<file path="config.mk">
export PLATFORM = sky130hd
export DESIGN_NAME = eets_top
export DESIGN_NICKNAME = d
export VERILOG_FILES = /design/src/pkg/eets_pkg.sv /design/src/pkg/eets_sync_if.sv /design/src/rtl/eets_pin_filter.sv /design/src/rtl/eets_top.sv
export VERILOG_INCLUDE_DIRS = /design/src /design/src/pkg
export SDC_FILE = /design/constraint.sdc
export NUM_CORES = 1
export LEC_CHECK = 0
export BUFFER_PORTS_ARGS = -buffer_cell sky130_fd_sc_hd__buf_2
export CORE_MARGIN = 2
export CORE_UTILIZATION = 40
export CTS_BUF_LIST = sky130_fd_sc_hd__clkbuf_4 sky130_fd_sc_hd__clkbuf_8
export DETAILED_ROUTE_END_ITERATION = 8
export PLACE_DENSITY_LB_ADDON = 0.15
export SYNTH_ARGS = -nofsm -noshare
export SYNTH_HDL_FRONTEND = slang
export SYNTH_SLANG_ARGS = --single-unit
</file>
<file path="constraint.sdc">
create_clock -name clk -period 2.64 [get_ports clk]
set_clock_uncertainty 0.2 [all_clocks]
set_input_delay 0.264 -clock clk [delete_from_list [all_inputs] [get_ports clk]]
set_output_delay 0.264 -clock clk [all_outputs]
set_load 0.05 [all_outputs]
</file>
<file path="src/pkg/eets_cfg.svh">
`ifndef EETS_CFG_SVH
`define EETS_CFG_SVH

// ---------------------------------------------------------------
// widths and reset values
// ---------------------------------------------------------------
`define EETS_BYTE_W 8
`define EETS_SYNC_W 2
`define EETS_ZERO_BYTE 8'h00
`define EETS_ONE_BYTE 8'h01
`define EETS_COUNT_STEP 8'h01

// ---------------------------------------------------------------
// bcd limits of the time counters
// ---------------------------------------------------------------
`define EETS_HUND_MAX 8'h99
`define EETS_SEC_MAX 8'h59
`define EETS_MIN_MAX 8'h59
`define EETS_HOUR_MAX 8'h23
`define EETS_MONTH_MAX 8'h12
`define EETS_YEAR_MAX 8'h99
`define EETS_MONTH_FEB 8'h02
`define EETS_DAYS_28 8'h28
`define EETS_DAYS_29 8'h29
`define EETS_DAYS_30 8'h30
`define EETS_DAYS_31 8'h31

// ---------------------------------------------------------------
// synchroniser bit positions and power-on settle count
// ---------------------------------------------------------------
`define EETS_SYNC_EVENT 0
`define EETS_SYNC_BACKUP 1
`define EETS_POR_SETTLE 3'h4

`endif

</file>
<file path="src/pkg/eets_pkg.sv">
package eets_pkg;

    // ---------------------------------------------------------------
    // time snapshot, all fields bcd
    // ---------------------------------------------------------------
    typedef struct packed {
        logic [7:0] year;
        logic [7:0] month;
        logic [7:0] date;
        logic [7:0] hour;
        logic [7:0] minute;
        logic [7:0] second;
        logic [7:0] hund;
    } eets_time_t;

    // ---------------------------------------------------------------
    // field select of the time write port
    // ---------------------------------------------------------------
    typedef enum logic [2:0] {
        EETS_SEL_HUND = 3'h0,
        EETS_SEL_SEC = 3'h1,
        EETS_SEL_MIN = 3'h2,
        EETS_SEL_HOUR = 3'h3,
        EETS_SEL_DATE = 3'h4,
        EETS_SEL_MONTH = 3'h5,
        EETS_SEL_YEAR = 3'h6,
        EETS_SEL_NONE = 3'h7
    } eets_sel_t;

    // ---------------------------------------------------------------
    // power-on check state
    // ---------------------------------------------------------------
    typedef enum logic [1:0] {
        EETS_POR_SETTLING = 2'h0,
        EETS_POR_DONE = 2'h1
    } eets_por_t;

endpackage

</file>
<file path="src/pkg/eets_sync_if.sv">
`timescale 1ns/1ps
`include "eets_cfg.svh"

interface eets_sync_if;
    logic [`EETS_SYNC_W-1:0] raw;
    logic [`EETS_SYNC_W-1:0] level;

    modport filter (
        input raw,
        output level
    );

    modport core (
        output raw,
        input level
    );
endinterface

</file>
<file path="src/rtl/eets_pin_filter.sv">
`timescale 1ns/1ps
`include "eets_cfg.svh"

module eets_pin_filter (
    // clock and reset
    input wire logic clk,
    input wire logic rst_n,
    // pins in, filtered levels out
    eets_sync_if.filter sync
);

    // ---------------------------------------------------------------
    // three-stage synchroniser, level taken once stages two and three agree
    // ---------------------------------------------------------------
    logic [`EETS_SYNC_W-1:0] stage1;
    logic [`EETS_SYNC_W-1:0] stage2;
    logic [`EETS_SYNC_W-1:0] stage3;
    logic [`EETS_SYNC_W-1:0] level;

    always_ff @(posedge clk) begin
        if (!rst_n) begin
            stage1 <= '0;
            stage2 <= '0;
            stage3 <= '0;
        end else begin
            stage1 <= sync.raw;
            stage2 <= stage1;
            stage3 <= stage2;
        end
    end

    always_ff @(posedge clk) begin
        if (!rst_n) begin
            level <= '0;
        end else begin
            for (int i = 0; i < `EETS_SYNC_W; i++) begin
                if (stage2[i] == stage3[i]) begin
                    level[i] <= stage3[i];
                end
            end
        end
    end

    assign sync.level = level;

endmodule

</file>
<file path="src/rtl/eets_top.sv">
`timescale 1ns/1ps
`include "eets_cfg.svh"

// Function
// - event copies clock and calendar into stamps
// - overwrite off: only first event is recorded
// - overwrite on: every event rewrites time fields
// - every event outside host stamp reads increments the event counter
// - clear write zeroes all eight stamp registers
// - each written one clears once, held one not
// - stamp clear leaves the event flag alone
// - reset clears stamps only when pin high
// - counter zero alone enables a first capture
// - sync bit: stamp, zero hundredths, drop bit
// - seconds write zeroes the hundredths counter
// - no extra second tick from stop/write/sync
// - stop halts ticks, zeroes hundredths, events work
// - capture blocked during host stamp reads
// - no detection in backup supply state
// - event sets flag, interrupt when enabled
module eets_top
    import eets_pkg::*;
(
    // clock and reset
    input wire logic clk,
    input wire logic rst_n,
    // event pin and power state
    input wire logic external_event_input,
    input wire logic backup_supply_state,
    // configuration levels
    input wire logic event_overwrite_select,
    input wire logic external_event_irq_enable,
    input wire logic time_stop,
    input wire logic stamp_read_active,
    // control bit writes
    input wire logic event_stamp_clear_wr,
    input wire logic event_stamp_clear_wdata,
    input wire logic event_time_sync_wr,
    input wire logic event_time_sync_wdata,
    input wire logic event_flag_clear,
    // time write port and timebase
    input wire logic time_wr,
    input wire eets_sel_t time_wr_sel,
    input wire logic [7:0] time_wr_data,
    input wire logic tick_100hz,
    // status and data
    output logic event_stamp_clear,
    output logic event_time_sync,
    output logic external_event_flag,
    output logic irq_n,
    output eets_time_t time_now,
    output eets_time_t stamp,
    output logic [7:0] event_capture_counter
);

    // ---------------------------------------------------------------
    // pin synchronisers
    // ---------------------------------------------------------------
    eets_sync_if sync_bus ();

    assign sync_bus.raw = {backup_supply_state, external_event_input};

    eets_pin_filter u_filter (
        .clk(clk),
        .rst_n(rst_n),
        .sync(sync_bus.filter)
    );

    logic evt_level;
    logic backup_level;
    logic evt_prev;
    logic event_seen;
    logic capture_ok;
    logic clear_pulse;
    logic sync_event;
    logic por_clear;
    eets_por_t por_state;
    logic [2:0] por_count;
    eets_time_t next_time;

    assign evt_level = sync_bus.level[`EETS_SYNC_EVENT];
    assign backup_level = sync_bus.level[`EETS_SYNC_BACKUP];

    // ---------------------------------------------------------------
    // bcd helpers
    // ---------------------------------------------------------------
    function automatic logic [7:0] bcd_inc(input logic [7:0] v);
        logic [7:0] r;
        r = v;
        if (v[3:0] == 4'h9) begin
            r = {4'(v[7:4] + 4'h1), 4'h0};
        end else begin
            r = {v[7:4], 4'(v[3:0] + 4'h1)};
        end
        return r;
    endfunction

    function automatic logic [7:0] month_days(input logic [7:0] m, input logic [7:0] y);
        logic leap;
        logic [7:0] d;
        leap = (!y[4] && (y[3:0] == 4'h0 || y[3:0] == 4'h4 || y[3:0] == 4'h8))
            || (y[4] && (y[3:0] == 4'h2 || y[3:0] == 4'h6));
        d = `EETS_DAYS_31;
        if (m == `EETS_MONTH_FEB) begin
            d = leap ? `EETS_DAYS_29 : `EETS_DAYS_28;
        end else if (m == 8'h04 || m == 8'h06 || m == 8'h09 || m == 8'h11) begin
            d = `EETS_DAYS_30;
        end
        return d;
    endfunction

    // ---------------------------------------------------------------
    // time counters
    // ---------------------------------------------------------------
    always_comb begin
        next_time = time_now;
        // only the hundredths wrap moves the seconds
        if (tick_100hz && !time_stop) begin
            if (time_now.hund == `EETS_HUND_MAX) begin
                next_time.hund = `EETS_ZERO_BYTE;
                if (time_now.second == `EETS_SEC_MAX) begin
                    next_time.second = `EETS_ZERO_BYTE;
                    if (time_now.minute == `EETS_MIN_MAX) begin
                        next_time.minute = `EETS_ZERO_BYTE;
                        if (time_now.hour == `EETS_HOUR_MAX) begin
                            next_time.hour = `EETS_ZERO_BYTE;
                            if (time_now.date == month_days(time_now.month, time_now.year)) begin
                                next_time.date = `EETS_ONE_BYTE;
                                if (time_now.month == `EETS_MONTH_MAX) begin
                                    next_time.month = `EETS_ONE_BYTE;
                                    if (time_now.year == `EETS_YEAR_MAX) begin
                                        next_time.year = `EETS_ZERO_BYTE;
                                    end else begin
                                        next_time.year = bcd_inc(time_now.year);
                                    end
                                end else begin
                                    next_time.month = bcd_inc(time_now.month);
                                end
                            end else begin
                                next_time.date = bcd_inc(time_now.date);
                            end
                        end else begin
                            next_time.hour = bcd_inc(time_now.hour);
                        end
                    end else begin
                        next_time.minute = bcd_inc(time_now.minute);
                    end
                end else begin
                    next_time.second = bcd_inc(time_now.second);
                end
            end else begin
                next_time.hund = bcd_inc(time_now.hund);
            end
        end
        if (time_stop) begin
            next_time.hund = `EETS_ZERO_BYTE;
        end
        if (sync_event) begin
            next_time.hund = `EETS_ZERO_BYTE;
        end
        if (time_wr) begin
            case (time_wr_sel)
                EETS_SEL_HUND: next_time.hund = time_wr_data;
                EETS_SEL_SEC: begin
                    next_time.second = time_wr_data;
                    next_time.hund = `EETS_ZERO_BYTE;
                end
                EETS_SEL_MIN: next_time.minute = time_wr_data;
                EETS_SEL_HOUR: next_time.hour = time_wr_data;
                EETS_SEL_DATE: next_time.date = time_wr_data;
                EETS_SEL_MONTH: next_time.month = time_wr_data;
                EETS_SEL_YEAR: next_time.year = time_wr_data;
                default: next_time = next_time;
            endcase
        end
    end

    always_ff @(posedge clk) begin
        if (!rst_n) begin
            time_now <= '{year: `EETS_ZERO_BYTE, month: `EETS_ONE_BYTE,
                          date: `EETS_ONE_BYTE, hour: `EETS_ZERO_BYTE,
                          minute: `EETS_ZERO_BYTE, second: `EETS_ZERO_BYTE,
                          hund: `EETS_ZERO_BYTE};
        end else begin
            time_now <= next_time;
        end
    end

    // ---------------------------------------------------------------
    // power-on pin check
    // ---------------------------------------------------------------
    always_ff @(posedge clk) begin
        if (!rst_n) begin
            por_state <= EETS_POR_SETTLING;
            por_count <= 3'h0;
        end else begin
            case (por_state)
                EETS_POR_SETTLING: begin
                    por_count <= 3'(por_count + 3'h1);
                    if (por_count == `EETS_POR_SETTLE) begin
                        por_state <= EETS_POR_DONE;
                    end
                end
                EETS_POR_DONE: por_state <= EETS_POR_DONE;
                default: por_state <= EETS_POR_DONE;
            endcase
        end
    end

    assign por_clear = (por_state == EETS_POR_SETTLING)
        && (por_count == `EETS_POR_SETTLE) && evt_level;

    // ---------------------------------------------------------------
    // event detection
    // ---------------------------------------------------------------
    always_ff @(posedge clk) begin
        if (!rst_n) begin
            evt_prev <= 1'b0;
        end else begin
            evt_prev <= evt_level;
        end
    end

    assign event_seen = evt_level && !evt_prev && (por_state == EETS_POR_DONE)
        && !backup_level;
    assign capture_ok = event_seen && !stamp_read_active;
    assign sync_event = event_seen && event_time_sync;
    assign clear_pulse = event_stamp_clear_wr && event_stamp_clear_wdata;

    // ---------------------------------------------------------------
    // stamp clear bit and sync bit
    // ---------------------------------------------------------------
    always_ff @(posedge clk) begin
        if (!rst_n) begin
            event_stamp_clear <= 1'b0;
        end else if (event_stamp_clear_wr) begin
            event_stamp_clear <= event_stamp_clear_wdata;
        end
    end

    always_ff @(posedge clk) begin
        if (!rst_n) begin
            event_time_sync <= 1'b0;
        end else if (sync_event) begin
            event_time_sync <= 1'b0;
        end else if (event_time_sync_wr) begin
            event_time_sync <= event_time_sync_wdata;
        end
    end

    // ---------------------------------------------------------------
    // stamp registers, kept through reset unless the pin is high
    // ---------------------------------------------------------------
    always_ff @(posedge clk) begin
        if (clear_pulse || por_clear) begin
            stamp <= '0;
            event_capture_counter <= `EETS_ZERO_BYTE;
        end else if (capture_ok) begin
            event_capture_counter <= 8'(event_capture_counter + `EETS_COUNT_STEP);
            if (event_overwrite_select || event_capture_counter == `EETS_ZERO_BYTE) begin
                stamp <= time_now;
            end
        end
    end

    // ---------------------------------------------------------------
    // flag and interrupt
    // ---------------------------------------------------------------
    always_ff @(posedge clk) begin
        if (!rst_n) begin
            external_event_flag <= 1'b0;
        end else if (event_seen) begin
            external_event_flag <= 1'b1;
        end else if (event_flag_clear) begin
            external_event_flag <= 1'b0;
        end
    end

    always_ff @(posedge clk) begin
        if (!rst_n) begin
            irq_n <= 1'b1;
        end else begin
            irq_n <= !(external_event_flag && external_event_irq_enable);
        end
    end

    // ---------------------------------------------------------------
    // checks
    // ---------------------------------------------------------------
    AST_FIRST_CAPTURE: assert property (@(posedge clk) disable iff (!rst_n)
        capture_ok && !clear_pulse && event_capture_counter == `EETS_ZERO_BYTE
        |=> stamp == $past(time_now))
        else $error("first event not captured");

    AST_FIRST_HOLD: assert property (@(posedge clk) disable iff (!rst_n)
        capture_ok && !clear_pulse && !event_overwrite_select
        && event_capture_counter != `EETS_ZERO_BYTE |=> $stable(stamp))
        else $error("stamp changed in first-event mode");

    AST_OVERWRITE: assert property (@(posedge clk) disable iff (!rst_n)
        capture_ok && !clear_pulse && event_overwrite_select
        |=> stamp == $past(time_now))
        else $error("stamp not overwritten");

    AST_COUNT: assert property (@(posedge clk) disable iff (!rst_n)
        capture_ok && !clear_pulse && !por_clear
        |=> event_capture_counter == 8'($past(event_capture_counter) + 8'h01))
        else $error("event counter did not step");

    AST_CLEAR: assert property (@(posedge clk) disable iff (!rst_n)
        clear_pulse |=> event_capture_counter == 8'h00 && stamp == '0)
        else $error("stamp set not cleared");

    AST_FLAG_KEPT: assert property (@(posedge clk) disable iff (!rst_n)
        clear_pulse && external_event_flag && !event_flag_clear |=> external_event_flag)
        else $error("stamp clear touched the flag");

    AST_SYNC: assert property (@(posedge clk) disable iff (!rst_n)
        sync_event && !time_wr |=> time_now.hund == 8'h00 && !event_time_sync)
        else $error("event sync failed");

    AST_SEC_WRITE: assert property (@(posedge clk) disable iff (!rst_n)
        time_wr && time_wr_sel == EETS_SEL_SEC |=> time_now.hund == 8'h00)
        else $error("seconds write kept hundredths");

    AST_STOP: assert property (@(posedge clk) disable iff (!rst_n)
        time_stop && !(time_wr && (time_wr_sel == EETS_SEL_HUND || time_wr_sel == EETS_SEL_SEC))
        |=> time_now.hund == 8'h00 && time_now.second == $past(time_now.second))
        else $error("time ran while stopped");

    AST_READ_BLOCK: assert property (@(posedge clk) disable iff (!rst_n)
        stamp_read_active && !clear_pulse && !por_clear
        |=> $stable(event_capture_counter) && $stable(stamp))
        else $error("capture during stamp read");

    AST_BACKUP: assert property (@(posedge clk) disable iff (!rst_n)
        backup_level && !external_event_flag |=> !external_event_flag)
        else $error("event seen in backup state");

    AST_IRQ: assert property (@(posedge clk) disable iff (!rst_n)
        event_seen && external_event_irq_enable |=> ##1 !irq_n)
        else $error("interrupt not raised");

endmodule

</file>
==> metrics.cfg <==
[pwr]
ir_drop_uv=372
p_leak_nw=3.74
p_per_area_nw_per_um2=523

[global_route]
first_global_vias=6137
grt_start_max_net_pins=65
grt_pass1_wl_um=32000
grt_overflow=0
grt_usage=0.222
antenna_found_initial=1

[synthesis]
synth_nets=887
postSynthAreaPerCell_um2=8.14
syn_inst=833
synth_cell_types=69
yosysSeqAreaShare=0.404
ys_seq_elements=137
synth-edff-count=0
ys_async_sr_fraction=0
yosysWarnings=0
synth_area_um2=6780
synth_ff_type=dfxtp_1

[finish]
fillerInstances=1639
drive_gt1_frac=0.297
design_area_um2=8840
syn_to_final_growth_pct=30.3
nets=1085

[die]
fp.dieH_um=134
num_rows=47
dieArea_um2=18000
die_x_um=134
coreArea_um2=16600
io_pins=150
start_util=0.409

[clock_network]
cts_tree=done
clockRootBuffer=clkbuf_8
cts_made_buffers=17
cts.sinks=137
clk_pin_slew_worst_paths_ps=80
h-tree-depth=4
clock_path_buffers=2
clock_latency_ps=450

[route]
ant_nets=0
drtIter0Drc=411
wl_per_cell_um=16.0
firstDrtPassIters=4
wirelength_um=20200
avgViaCountPerCell=5.25
drc=0
vias=6643

[critical_path]
endpoint_kind=register
start_kind=register
required_ps=2820
cp_slowest_cell=or4b_4
cp.arrival_ps=2820
path_max_fanout=7
slowest_delay_ps=550
worstSetupPathType=reg2reg
path_cells=or4b_4 > a2111oi_4 > or4_1 > buf_6 > a2111oi_4 > buf_4 > buf_4 > a21bo_2 > a31oi_1

[run_status]
status=completed

[sta]
tightest_slew_ps=627
fin_crit_ps=2640
final-hold-violation-count=0
maxSlewViolCount=0
setup_ws_ps=4.39
setup_violations=0
rsz0062_at_grt=yes
fmax_mhz=379
period_share=0.998
maxSlewHeadroom=0.581

[placement]
port_buffers=149
dp_hpwl_um=13900
globalplace.congestion=0.866
place_area_um2=8170
post-place-ws_ps=-95.8

[min_path]
hold_path.class=in2reg

[run]
cap_violations=0

==> worst max-delay path: cells and delay by family (launching register included) <==
| family | cells | cell delay [ps] |
|---|---|---|
| and+or+nand+nor | 2 | 730 |
| buffers and inverters | 3 | 450 |
| AOI/OAI and AO/OA | 4 | 830 |
| DFF | 1 | 370 |
==> path summary, 6_finish.rpt <==
check | from | slack, ps | end | depth (start not counted)
max reg2reg | time_now[40] | 4 | time_now[52] | 9
max | time_now[40] | 4 | time_now[52] | 9
min reg2reg | external_event_flag | 220 | irq_n | 1
min | time_wr_data[2] | 40 | time_now[18] | 3
==> placed cells by master, fill, tap and decap left out, drive strengths merged, types with 21 or more instances in the layout <==
master and n:
buf 213, nand2 154, dfxtp 137, a21oi 90, nor2 54, o21ai 46
ha 28, nand3 27, nor3 23, inv 23, clkbuf 21
==> area by class of cell <==
type / count / area (um^2) / area share
antenna: 1 / 2.50 / 0.000283
timing repair buffer: 228 / 1430 / 0.162
clock inverter: 11 / 168 / 0.0190
sequential: 137 / 2800 / 0.316
multi-input combinational: 625 / 3800 / 0.430
inverter: 22 / 87.6 / 0.00991
tap: 220 / 275 / 0.0311
clock buffer: 21 / 277 / 0.0313
==> routing by layer <==
layer,wire [um],up-vias,part of all wire,global-route usage
met5,0,-,0,0
met1,9230,3132,0.46,0.288
met4,349,0,0.017,0.0708
met2,9780,137,0.48,0.376
li1,-,3347,-,-
met3,867,27,0.043,0.0397
==> sequential cells by signal, summed over array words and instances (netlist names), 2 cells and up <==
name                   cells
event_capture_counter      8
por_count                  3
stamp                     56
time_now                  56
u_filter.stage1            2
u_filter.stage2            2
u_filter.stage3            2
u_filter.sync.level        2
==> kinds of logic after synthesis <==
| group | after synthesis | share of synthesized area |
|---|---|---|
| fa+ha+maj | 28 | 0.0516 |
| simple gates | 353 | 0.254 |
| buf+inv | 71 | 0.0452 |
| mux | 9 | 0.0135 |
| compound gates | 216 | 0.207 |
| xor+xnor | 19 | 0.0245 |
| flops | 137 | 0.404 |
==> power by group <==
part | internal, mW | switching [mW] | leakage [nW]
clock | 1.10 | 0.833 | 0.223
combinational | 0.184 | 0.346 | 2.39
sequential | 2.11 | 0.0531 | 1.12
==> stage by stage <==
stage	std cells	TNS (ps)	util	power (mW)	hold WS, ps
5_1_grt	1265	-665	0.533	4.79	10.7
4_1_cts	1259	0	0.529	4.67	0.306
6_report	1265	0	0.533	4.63	42.8
3_5_place_dp	1212	-550	0.493	2.72	198
3_3_place_gp	1212	-72.5	0.493	2.72	197
2_1_floorplan	833	-334	-	2.53	150
==> repair_timing <==
action / CTS / global route
buffers inserted: 1 / 4
pin swaps: 4 / 2
hold buffers: 14 / 1
endpoints found under the setup margin: 15 / 63
endpoints found under the hold margin: 22 / 1
gates resized for setup: 2 / 6
==> synth_stat cells, types with 3 or more instances <==
master	instances	share of area
o31ai_1	3	0.0033
nand2_1	154	0.085
nand3b_1	3	0.0033
a32oi_1	6	0.0077
and3_1	10	0.0092
o311a_1	4	0.0059
clkbuf_1	33	0.018
ha_1	28	0.052
a21oi_1	89	0.066
buf_4	4	0.0044
a31oi_1	15	0.014
or2_2	3	0.0028
nor2b_1	12	0.011
and3b_1	8	0.010
and4b_1	3	0.0044
nor3_1	23	0.017
dfxtp_1	137	0.40
nor2_1	54	0.030
inv_1	21	0.012
nand2b_1	4	0.0037
o211ai_1	3	0.0033
a311oi_1	5	0.0065
nand3_1	27	0.020
o21ai_0	46	0.034
a211oi_1	12	0.013
a2111oi_4	3	0.012
buf_1	7	0.0039
a22oi_1	4	0.0044
and2_1	9	0.0083
or3b_2	3	0.0039
xor2_1	7	0.0090
xnor2_1	12	0.015
nor4_1	4	0.0037
mux2i_1	8	0.012
nand4_1	9	0.0083
or4_1	7	0.0077
and4_1	3	0.0039
buf_6	3	0.0050
or3_1	7	0.0065
Power figures use the tool's default switching activity.
